## src/gtc_pkg.sv

```systemverilog
// Constants for the global test-control and dither block
//
// Summary of operation
// - Registers decode when the top five address bits match the global pattern; chip-wide.
// - Override bit 16 drives control bits 31 to 17 onto the output pins.
// - Pin override acts only while test mode bit 0 is also set.
// - Bit 31 interrupt, 30 sync out, 29 serial clock, then sync, first, second lines.
// - Bit 29 overrides the serial clock only while a divided clock is selected.
// - Bits 7 to 4 put channel sine MSB on second serial line; 7 is channel zero.
// - A pseudo-noise dither is provided for every channel mixer.
// - Bit 2 enables the 23-stage generator; cleared it contributes nothing.
// - Bit 1 enables the 15-stage generator; cleared it contributes nothing.
// - Both generator outputs are exclusive-ORed; each may be disabled on its own.
// - With bit 3 set, I dither is also exclusive-ORed with 23-stage bit 10.
// - With bit 3 clear, I and Q get the same dither.
// - Bit 0 places the device in internal self-test mode.
package gtc_pkg;
   localparam int          ADDR_W            = 16;
   localparam int          DATA_W            = 32;
   localparam int          NUM_CH            = 4;
   localparam int          GLOBAL_HI_W       = 5;
   localparam logic [4:0]  GLOBAL_PATTERN    = 5'h1F;
   localparam logic [15:0] ADDR_TEST_CTL     = 16'hF800;
   localparam logic [15:0] ADDR_CTL_READBACK = 16'hF810;
   localparam logic [15:0] ADDR_PN23_STAT    = 16'hF811;
   localparam logic [15:0] ADDR_PN15_STAT    = 16'hF812;
   localparam logic [31:0] CTL_RESET         = 32'h0000_0000;
   localparam logic [31:0] CTL_WRITE_MASK    = 32'hFFFF_03FF;
   localparam int          BIT_TEST_MODE     = 0;
   localparam int          BIT_PN15_EN       = 1;
   localparam int          BIT_PN23_EN       = 2;
   localparam int          BIT_I_OFFSET      = 3;
   localparam int          BIT_SINE_HI       = 7;
   localparam int          BIT_OVR_EN        = 16;
   localparam int          BIT_SD2_HI        = 20;
   localparam int          BIT_SD1_HI        = 24;
   localparam int          BIT_SYNC_HI       = 28;
   localparam int          BIT_SERIAL_OUT_CLOCK        = 29;
   localparam int          BIT_SYNC_OUT      = 30;
   localparam int          BIT_INTR          = 31;
   localparam int          PN23_W            = 23;
   localparam int          PN23_TAP          = 18;
   localparam int          PN23_I_BIT        = 10;
   localparam logic [22:0] PN23_SEED         = 23'h000001;
   localparam int          PN15_W            = 15;
   localparam int          PN15_TAP          = 14;
   localparam logic [14:0] PN15_SEED         = 15'h0001;
endpackage

```

## src/gtc_pn_if.sv

```systemverilog
// Carrier between the control block and one pseudo-noise generator
`timescale 1ns/1ps
`default_nettype none
interface gtc_pn_if #(parameter int WIDTH = 23);
   logic             enable;
   logic [WIDTH-1:0] state;
   logic             pn_bit;
   modport gen  (input enable, output state, output pn_bit);
   modport user (output enable, input state, input pn_bit);
endinterface
`default_nettype wire

```

## src/gtc_pn_lfsr.sv

```systemverilog
// Maximal-length Fibonacci pseudo-noise generator
`timescale 1ns/1ps
`default_nettype none
module gtc_pn_lfsr #(
   parameter int             WIDTH = 23,
   parameter int             TAP   = 18,
   parameter logic [WIDTH-1:0] SEED = '1
) (
   input  wire logic clk_in,
   input  wire logic rst_n_in,
   gtc_pn_if.gen     pn
);
   logic [WIDTH-1:0] lfsr_q;
   logic [WIDTH-1:0] lfsr_d;
   logic             feedback;

   // Taps at WIDTH and TAP give a maximal-length sequence
   assign feedback = lfsr_q[WIDTH-1] ^ lfsr_q[TAP-1];
   assign lfsr_d   = pn.enable ? {lfsr_q[WIDTH-2:0], feedback} : lfsr_q;
   // Disabled generator contributes nothing
   assign pn.pn_bit = pn.enable & lfsr_q[WIDTH-1];
   assign pn.state  = lfsr_q;

   always_ff @(posedge clk_in or negedge rst_n_in) begin
      if (!rst_n_in) begin
         lfsr_q <= SEED;
      end else begin
         lfsr_q <= lfsr_d;
      end
   end
endmodule
`default_nettype wire

```

## src/gtc_test_ctrl.sv

```systemverilog
// Global test-control register, pin override, sine routing and dither generation
//
// The plain strobed port was decided locally.
`timescale 1ns/1ps
`default_nettype none
module gtc_test_ctrl
   import gtc_pkg::*;
(
   input  wire logic              clk_sys_in,
   input  wire logic              rst_n_in,
   input  wire logic [ADDR_W-1:0] reg_addr_in,
   input  wire logic [DATA_W-1:0] reg_wdata_in,
   input  wire logic              reg_wr_in,
   input  wire logic              reg_rd_in,
   output logic      [DATA_W-1:0] reg_rdata_out,
   input  wire logic              serial_out_clock_divided_in,
   input  wire logic              intr_fn_in,
   input  wire logic              sync_out_fn_in,
   input  wire logic              serial_out_clock_fn_in,
   input  wire logic [NUM_CH-1:0] chan_sync_fn_in,
   input  wire logic [NUM_CH-1:0] first_serial_fn_in,
   input  wire logic [NUM_CH-1:0] second_serial_fn_in,
   input  wire logic [NUM_CH-1:0] carrier_sine_msb_in,
   output logic                   intr_pin_out,
   output logic                   sync_out_pin_out,
   output logic                   serial_out_clock_out,
   output logic      [NUM_CH-1:0] chan_sync_pin_out,
   output logic      [NUM_CH-1:0] first_serial_line_out,
   output logic      [NUM_CH-1:0] second_serial_line_out,
   output logic                   self_test_mode_out,
   output logic                   dither_i_out,
   output logic                   dither_q_out
);
   // Reset release synchroniser
   logic rst_meta_q;
   logic rst_sync_q;

   always_ff @(posedge clk_sys_in or negedge rst_n_in) begin
      if (!rst_n_in) begin
         rst_meta_q <= 1'b0;
         rst_sync_q <= 1'b0;
      end else begin
         rst_meta_q <= 1'b1;
         rst_sync_q <= rst_meta_q;
      end
   end

   // Global address window decode
   function automatic logic in_global_space(input logic [ADDR_W-1:0] addr);
      in_global_space = (addr[ADDR_W-1 -: GLOBAL_HI_W] == GLOBAL_PATTERN);
   endfunction

   logic              global_hit;
   logic              sel_test_ctl;
   logic              sel_readback;
   logic              sel_pn23;
   logic              sel_pn15;
   logic              wr_test_ctl;
   logic [DATA_W-1:0] ctl_q;
   logic [DATA_W-1:0] ctl_d;

   assign global_hit   = in_global_space(reg_addr_in);
   assign sel_test_ctl = global_hit && (reg_addr_in == ADDR_TEST_CTL);
   assign sel_readback = global_hit && (reg_addr_in == ADDR_CTL_READBACK);
   assign sel_pn23     = global_hit && (reg_addr_in == ADDR_PN23_STAT);
   assign sel_pn15     = global_hit && (reg_addr_in == ADDR_PN15_STAT);
   assign wr_test_ctl  = reg_wr_in && sel_test_ctl;
   // Unused bits 15:10 are dropped so stray writes cannot reach any logic
   assign ctl_d = wr_test_ctl ? (reg_wdata_in & CTL_WRITE_MASK) : ctl_q;

   always_ff @(posedge clk_sys_in or negedge rst_sync_q) begin
      if (!rst_sync_q) begin
         ctl_q <= CTL_RESET;
      end else begin
         ctl_q <= ctl_d;
      end
   end

   // Control field decode
   logic test_mode;
   logic override_on;
   logic pn23_en;
   logic pn15_en;
   logic i_offset_en;

   assign test_mode   = ctl_q[BIT_TEST_MODE];
   assign override_on = ctl_q[BIT_OVR_EN] & test_mode;
   assign pn23_en     = ctl_q[BIT_PN23_EN];
   assign pn15_en     = ctl_q[BIT_PN15_EN];
   assign i_offset_en = ctl_q[BIT_I_OFFSET];

   // Pseudo-noise generators
   gtc_pn_if #(.WIDTH(PN23_W)) pn23_if ();
   gtc_pn_if #(.WIDTH(PN15_W)) pn15_if ();

   assign pn23_if.enable = pn23_en;
   assign pn15_if.enable = pn15_en;

   gtc_pn_lfsr #(
      .WIDTH (PN23_W),
      .TAP   (PN23_TAP),
      .SEED  (PN23_SEED)
   ) u_pn23 (
      .clk_in   (clk_sys_in),
      .rst_n_in (rst_sync_q),
      .pn       (pn23_if)
   );

   gtc_pn_lfsr #(
      .WIDTH (PN15_W),
      .TAP   (PN15_TAP),
      .SEED  (PN15_SEED)
   ) u_pn15 (
      .clk_in   (clk_sys_in),
      .rst_n_in (rst_sync_q),
      .pn       (pn15_if)
   );

   // Dither combine
   logic dither_comb;
   logic i_decorr_bit;
   logic dither_i_d;

   assign dither_comb  = pn23_if.pn_bit ^ pn15_if.pn_bit;
   // The delayed tap is gated with the enable so a disabled generator adds nothing
   assign i_decorr_bit = pn23_en & pn23_if.state[PN23_I_BIT];
   assign dither_i_d   = i_offset_en ? (dither_comb ^ i_decorr_bit) : dither_comb;

   // Pin override and sine routing
   logic              intr_d;
   logic              sync_out_d;
   logic              serial_out_clock_d;
   logic [NUM_CH-1:0] chan_sync_d;
   logic [NUM_CH-1:0] first_serial_d;
   logic [NUM_CH-1:0] second_serial_d;

   assign intr_d     = override_on ? ctl_q[BIT_INTR] : intr_fn_in;
   assign sync_out_d = override_on ? ctl_q[BIT_SYNC_OUT] : sync_out_fn_in;
   // Undivided clock mode passes the clock straight through, override or not
   assign serial_out_clock_d   = (override_on && serial_out_clock_divided_in) ? ctl_q[BIT_SERIAL_OUT_CLOCK]
                                                          : serial_out_clock_fn_in;

   genvar ch;
   generate
      for (ch = 0; ch < NUM_CH; ch++) begin : g_chan
         logic sine_sel;
         logic second_fn_or_sine;
         assign sine_sel          = ctl_q[BIT_SINE_HI - ch];
         assign second_fn_or_sine = sine_sel ? carrier_sine_msb_in[ch]
                                             : second_serial_fn_in[ch];
         assign chan_sync_d[ch]     = override_on ? ctl_q[BIT_SYNC_HI - ch]
                                                  : chan_sync_fn_in[ch];
         assign first_serial_d[ch]  = override_on ? ctl_q[BIT_SD1_HI - ch]
                                                  : first_serial_fn_in[ch];
         assign second_serial_d[ch] = override_on ? ctl_q[BIT_SD2_HI - ch]
                                                  : second_fn_or_sine;
      end
   endgenerate

   // Read port: data stand only in the cycle after the strobe
   logic [DATA_W-1:0] rdata_d;

   assign rdata_d = !reg_rd_in   ? '0 :
                    sel_readback ? ctl_q :
                    sel_pn23     ? {{(DATA_W-PN23_W){1'b0}}, pn23_if.state} :
                    sel_pn15     ? {{(DATA_W-PN15_W){1'b0}}, pn15_if.state} :
                                   '0;

   // Output registers
   always_ff @(posedge clk_sys_in or negedge rst_sync_q) begin
      if (!rst_sync_q) begin
         reg_rdata_out          <= '0;
         intr_pin_out           <= 1'b0;
         sync_out_pin_out       <= 1'b0;
         serial_out_clock_out   <= 1'b0;
         chan_sync_pin_out      <= '0;
         first_serial_line_out  <= '0;
         second_serial_line_out <= '0;
         self_test_mode_out     <= 1'b0;
         dither_i_out           <= 1'b0;
         dither_q_out           <= 1'b0;
      end else begin
         reg_rdata_out          <= rdata_d;
         intr_pin_out           <= intr_d;
         sync_out_pin_out       <= sync_out_d;
         serial_out_clock_out   <= serial_out_clock_d;
         chan_sync_pin_out      <= chan_sync_d;
         first_serial_line_out  <= first_serial_d;
         second_serial_line_out <= second_serial_d;
         self_test_mode_out     <= test_mode;
         dither_i_out           <= dither_i_d;
         dither_q_out           <= dither_comb;
      end
   end
endmodule
`default_nettype wire

```

## config.mk

```make
export PLATFORM = sky130hd
export DESIGN_NAME = gtc_test_ctrl
export DESIGN_NICKNAME = d
export VERILOG_FILES = /design/src/gtc_pkg.sv /design/src/gtc_pn_if.sv /design/src/gtc_pn_lfsr.sv /design/src/gtc_test_ctrl.sv
export SDC_FILE = /design/constraint.sdc
export NUM_CORES = 1
export LEC_CHECK = 0
export BUFFER_PORTS_ARGS = -buffer_cell sky130_fd_sc_hd__buf_2
export CORE_MARGIN = 1
export CORE_UTILIZATION = 50
export CTS_BUF_LIST = sky130_fd_sc_hd__clkbuf_16
export DETAILED_ROUTE_END_ITERATION = 6
export PLACE_DENSITY = 0.76
export SYNTH_ARGS = -nofsm -noshare
export SYNTH_HDL_FRONTEND = slang
export SYNTH_HIERARCHICAL = 1
export SYNTH_SLANG_ARGS = --single-unit
```

## constraint.sdc

```tcl
create_clock -name clk_sys_in -period 4.2 [get_ports clk_sys_in]
set_clock_uncertainty 0.05 [all_clocks]
set_input_delay 0.42 -clock clk_sys_in [delete_from_list [all_inputs] [get_ports clk_sys_in]]
set_output_delay 0.42 -clock clk_sys_in [all_outputs]
set_load 0.005 [all_outputs]
```

; After elaboration in Yosys (flattened, before gate mapping)
; Index checks and enable logic that the tools add are counted.
; Widths: inputs -> output; s select.
[word_totals]
register_bits = 116
in_bits = 72
out_inout_bits = 50
wordCells = 58
[op_classes]
eq_ne = 5
mux = 24
bitwise = 8
reduce_logical = 6
[op_table]
columns = operator, count
row1 = $eq 16x16->1 const B, 4
row2 = $mux 32, 2
row3 = $mux 23, 1
row4 = $mux 1, 20
row5 = $mux 15, 1
row6 = $logic_and 1x1->1, 6
row7 = $eq 5x5->1 const B, 1
row8 = $and 1x1->1, 4
row9 = $xor 1x1->1, 4

; Logic depth before layout (Yosys ltp)
[depth]
word_depth = 6
ltp_mapped = 6
ltp_nobuf = 4

; Hierarchy
; The synthesis kept the hierarchy.
[modules_own_cells]
columns = module, n_inst, cells_each, area_per_inst_um2, seq_area_each_um2
row1 = gtc_test_ctrl, 1, 244, 3184.3, 1951.9
row2 = gtc_pn_lfsr at u_pn23, 1, 52, 958.4, 576.8
row3 = gtc_pn_lfsr at u_pn15, 1, 35, 616.8, 376.6

; Least setup slack after synthesis
; Ideal clock, no wire load.
[synth_timing]
path_type = input to register
from = input port reg_addr_in[5]
to = register ctl_q[16]
setup_time_ns = 0.125
t_arrival_ns = 2.114
required_ns = 4.025
slack_ns = 1.910
stages = 5
n_path_buf = 1
path_cell_list = or3_1 or3_4 nor4_4 buf_6 mux2_4
[synth_via]
elab_chain_cells = 3
[synth_rtl]
columns = element, line_no
row1 = from (decl), gtc_test_ctrl.sv:11  ; input wire logic [ADDR_W-1:0] reg_addr_in,
row2 = $eq 16x16->1, gtc_test_ctrl.sv:63  ; assign sel_test_ctl = global_hit && (reg_addr_in == ADDR_TEST_CTL);
row3 = $logic_and 1x1->1, gtc_test_ctrl.sv:63
row4 = $logic_and 1x1->1, gtc_test_ctrl.sv:67  ; assign wr_test_ctl = reg_wr_in && sel_test_ctl;
row5 = to (signal assigned), gtc_test_ctrl.sv:75  ; ctl_q <= ctl_d;
row6 = to (decl), gtc_test_ctrl.sv:59  ; logic [DATA_W-1:0] ctl_q;
; No other way between the ends.
; A chain may end at the register's enable or synchronous reset.

; Worst setup path after layout
[layout_timing]
from = input port reg_addr_in[5]
to = register ctl_q[4]
; The elaborated chain is that of the path after synthesis.

==> flow_metrics.env <==
export IMPL_status="completed"
export IMPL_endpoint_kind="register"
export IMPL_clock_path_buffers=2
export IMPL_synth_area_top_cells="dfrtp_1, mux2_4, mux2_2"
export IMPL_yosys_top_cells_count="dfrtp_1, mux2_4, mux2_2, nor2_1, a21oi_1"
export IMPL_via_per_inst=5.00
export IMPL_post_drt_wl_per_cell_um=16.4
export IMPL_max_freq_ghz=0.421
export IMPL_p_leak_uw=0.00305
export IMPL_wl_um=9770
export IMPL_netlist_area_um2=4760
export IMPL_grt_max_degree=76
export IMPL_synth_edff_count=0
export IMPL_synth_fp_nets=403
export IMPL_period_share_pct=56.5
export IMPL_yosysMostFrequentCell="dfrtp_1"
export IMPL_timing_rr_end="dither_i_out$_DFF_PN0_"
export IMPL_yosys_register_bits=116
export IMPL_first_pass_iters=4
export IMPL_dieArea_um2=9910
export IMPL_place_detailed_hpwl_um=6380
export IMPL_hold_violations=0
export IMPL_htreeDepth=4
export IMPL_hold_class="in -> reg"
export IMPL_seq_area_frac_synth_pct=61.0
export IMPL_route_detailed_drc=0
export IMPL_reg2reg_from="ctl_q[1]$_DFFE_PN0P_"
export IMPL_core_area_um2=9240
export IMPL_dieWidth_um=99.6
export IMPL_cap_viol_max_count=0
export IMPL_cts_tree="built"
export IMPL_num_antenna_cells=0
export IMPL_final_nets=526
export IMPL_path_max_fanout=23
export IMPL_rsz0062_at_grt="false"
export IMPL_final_setup_tns_ns=0
export IMPL_synth_cell_types=34
export IMPL_vdd_drop_max_uv=273
export IMPL_gp_congestion=0.753
export IMPL_ys_async_sr_fraction_pct=100
export IMPL_grt_pass1_vias=3250
export IMPL_synth_warnings=6
export IMPL_drv_slew=0
export IMPL_reg2reg_depth=3
export IMPL_reg2reg_slack_ns=2.46
export IMPL_p_int_uw=2080
export IMPL_root_buffer="clkbuf_16"
export IMPL_worst_pin_slew_ns=0.968
export IMPL_postSynthAreaPerCell_um2=14.4
export IMPL_port_buffers=115
export IMPL_crit_path_start="reg_addr_in[5]"
export IMPL_layoutNonFillerInstCount=596
export IMPL_clkPwrFrac_pct=53.4
export IMPL_place_inst=563
export IMPL_grt_pass1_wl_um=16000
export IMPL_clk_pin_slew_ns=0.05
export IMPL_p_seq_share_pct=43.6
export IMPL_drtIter0Drc=92
export IMPL_cellPowerDensity_nw_per_um2=438
export IMPL_vias=2982
export IMPL_postRouteAntennaNets=0
export IMPL_cts_buffers=17
export IMPL_synth_top_area_share_pct=59.9
export IMPL_p_comb_share_pct=3.0
export IMPL_switchingPower_uw=539
export IMPL_cp_start_kind="input port"
export IMPL_synth_largest_area_cell="dfrtp_1"
export IMPL_fin_crit_ns=2.37
export IMPL_endpoint="ctl_q[4]$_DFFE_PN0P_"
export IMPL_antenna_found_initial=0
export IMPL_grt_usage_pct=21.6
export IMPL_critPathRequiredTime_ns=4.43
export IMPL_crit_arrival_ns=2.61
export IMPL_nFillCells=702
export IMPL_ys_flop_type="dfrtp_1"
export IMPL_finalSetupViolCount=0
export IMPL_initial_core_util_pct=51.5
export IMPL_clkLatencyLatePin_ns=0.40
export IMPL_regArea_um2=2910
export IMPL_syn2layout_area_growth_pct=25.7
export IMPL_ios=122
export IMPL_syn_inst=331
export IMPL_chipHeight_um=99.6
export IMPL_post_cts_buffers=0
export IMPL_worst_setup_path_type="in -> reg"
export IMPL_switching_share_pct=20.6
export IMPL_grt_overflow=0
export IMPL_numClockSinks=116
export IMPL_row_count=35
export IMPL_slew_headroom_pct=35.4
export IMPL_drive_above_1_share_pct=48.8
export IMPL_multi_input_area_um2=1680
## worst min-delay path by stage
stage / from / to / slack, ns / depth (start not counted)
floorplan: rst_n_in / rst_meta_q$_DFF_PN0_ / 0.07 / 0
global placement: rst_n_in / rst_meta_q$_DFF_PN0_ / 0.16 / 1
detailed placement: rst_n_in / rst_meta_q$_DFF_PN0_ / 0.16 / 1
CTS: first_serial_fn_in[3] / first_serial_line_out[3]$_DFF_PN0_ / 0.18 / 2
global route: first_serial_fn_in[0] / first_serial_line_out[0]$_DFF_PN0_ / 0.18 / 2
finish: first_serial_fn_in[3] / first_serial_line_out[3]$_DFF_PN0_ / 0.20 / 2
## placed cells by master (no fill, tap or decap), types with 3 or more instances in the layout
| master | synthesis | layout |
|---|---|---|
| buf_2 | 0 | 115 |
| dfrtp_1 | 114 | 113 |
| mux2_4 | 44 | 44 |
| nor2_1 | 29 | 29 |
| mux2_2 | 29 | 29 |
| a21oi_1 | 24 | 24 |
| clkbuf_16 | 0 | 17 |
| inv_1 | 12 | 15 |
| nor3_1 | 12 | 12 |
| mux2i_1 | 11 | 11 |
| and2_1 | 10 | 10 |
| a22oi_1 | 5 | 5 |
| clkinv_2 | 0 | 5 |
| buf_4 | 0 | 4 |
| nand3_1 | 3 | 3 |
| xnor2_1 | 3 | 3 |
| bufinv_16 | 0 | 3 |
## layer usage
layer,GRT usage (%),vias to the layer above,wire length (um)
li1,-,1385,-
met1,26.5,1492,4240
met2,35.6,93,4900
met3,7.17,12,539
met4,8.26,0,93
met5,0,-,0
## cells by family after synthesis
logic type	share of synthesized area, %
flops	61.0
mux	23.1
simple gates	7.73
compound gates	3.60
buf+inv	3.76
xor+xnor	0.736
other cells	0.0788
## power by group through the flow
| stage | sequential, uW | combinational, uW | clock (uW) |
|---|---|---|---|
| global placement | 1160 | 75.2 | 0 |
| floorplan | 1170 | 24.2 | 0 |
| detailed placement | 1160 | 78.4 | 0 |
| CTS | 1140 | 79.7 | 1420 |
| finish | 1140 | 78.7 | 1400 |
| global route | 1150 | 87.2 | 1470 |
## registers in the layout (all words and copies together), names as in the netlist
name / flops
chan_sync_pin_out: 4
ctl_q: 26
dither_i_out: 1
dither_q_out: 1
first_serial_line_out: 4
intr_pin_out: 1
reg_rdata_out: 32
rst_meta_q: 1
rst_sync_q: 1
second_serial_line_out: 4
self_test_mode_out: 1
serial_out_clock_out: 1
sync_out_pin_out: 1
u_pn15/pn.state: 15
u_pn23/pn.state: 23
## worst max-delay path: stages
cell and delay (ns):
buf_2 0.10, or3_1 0.37, or3_4 0.44, nor4_4 0.39, buf_4 0.47, mux2_2 0.39
## through the flow
stage / setup slack, ns / total power [uW] / hold slack [ns] / instance area (um^2) / utilization (%)
final: 1.83 / 2620 / 0.197 / 5980 / 64.7
after floorplan: 0.683 / 1190 / 0.0744 / 4760 / -
after CTS: 1.84 / 2650 / 0.180 / 5980 / 64.7
after global routing: 1.73 / 2710 / 0.182 / 5980 / 64.7
after global placement: 1.40 / 1240 / 0.155 / 5400 / 58.4
after detailed placement: 1.39 / 1240 / 0.156 / 5400 / 58.4
## cell type report
type	instances	share of cell area (%)
Multi-Input combinational cell	187	28.0
Sequential cell	116	48.6
Timing Repair Buffer	120	10.3
Tap cell	129	2.70
Clock buffer	17	7.11
Inverter	12	0.753
Clock inverter	15	2.49
## repair_timing
item,CTS,global route
resized for setup,0,0
hold endpoints to repair,2,0
setup endpoints to repair,0,0
hold buffers,1,0
Note: power is estimated with default switching activity, not from simulation.
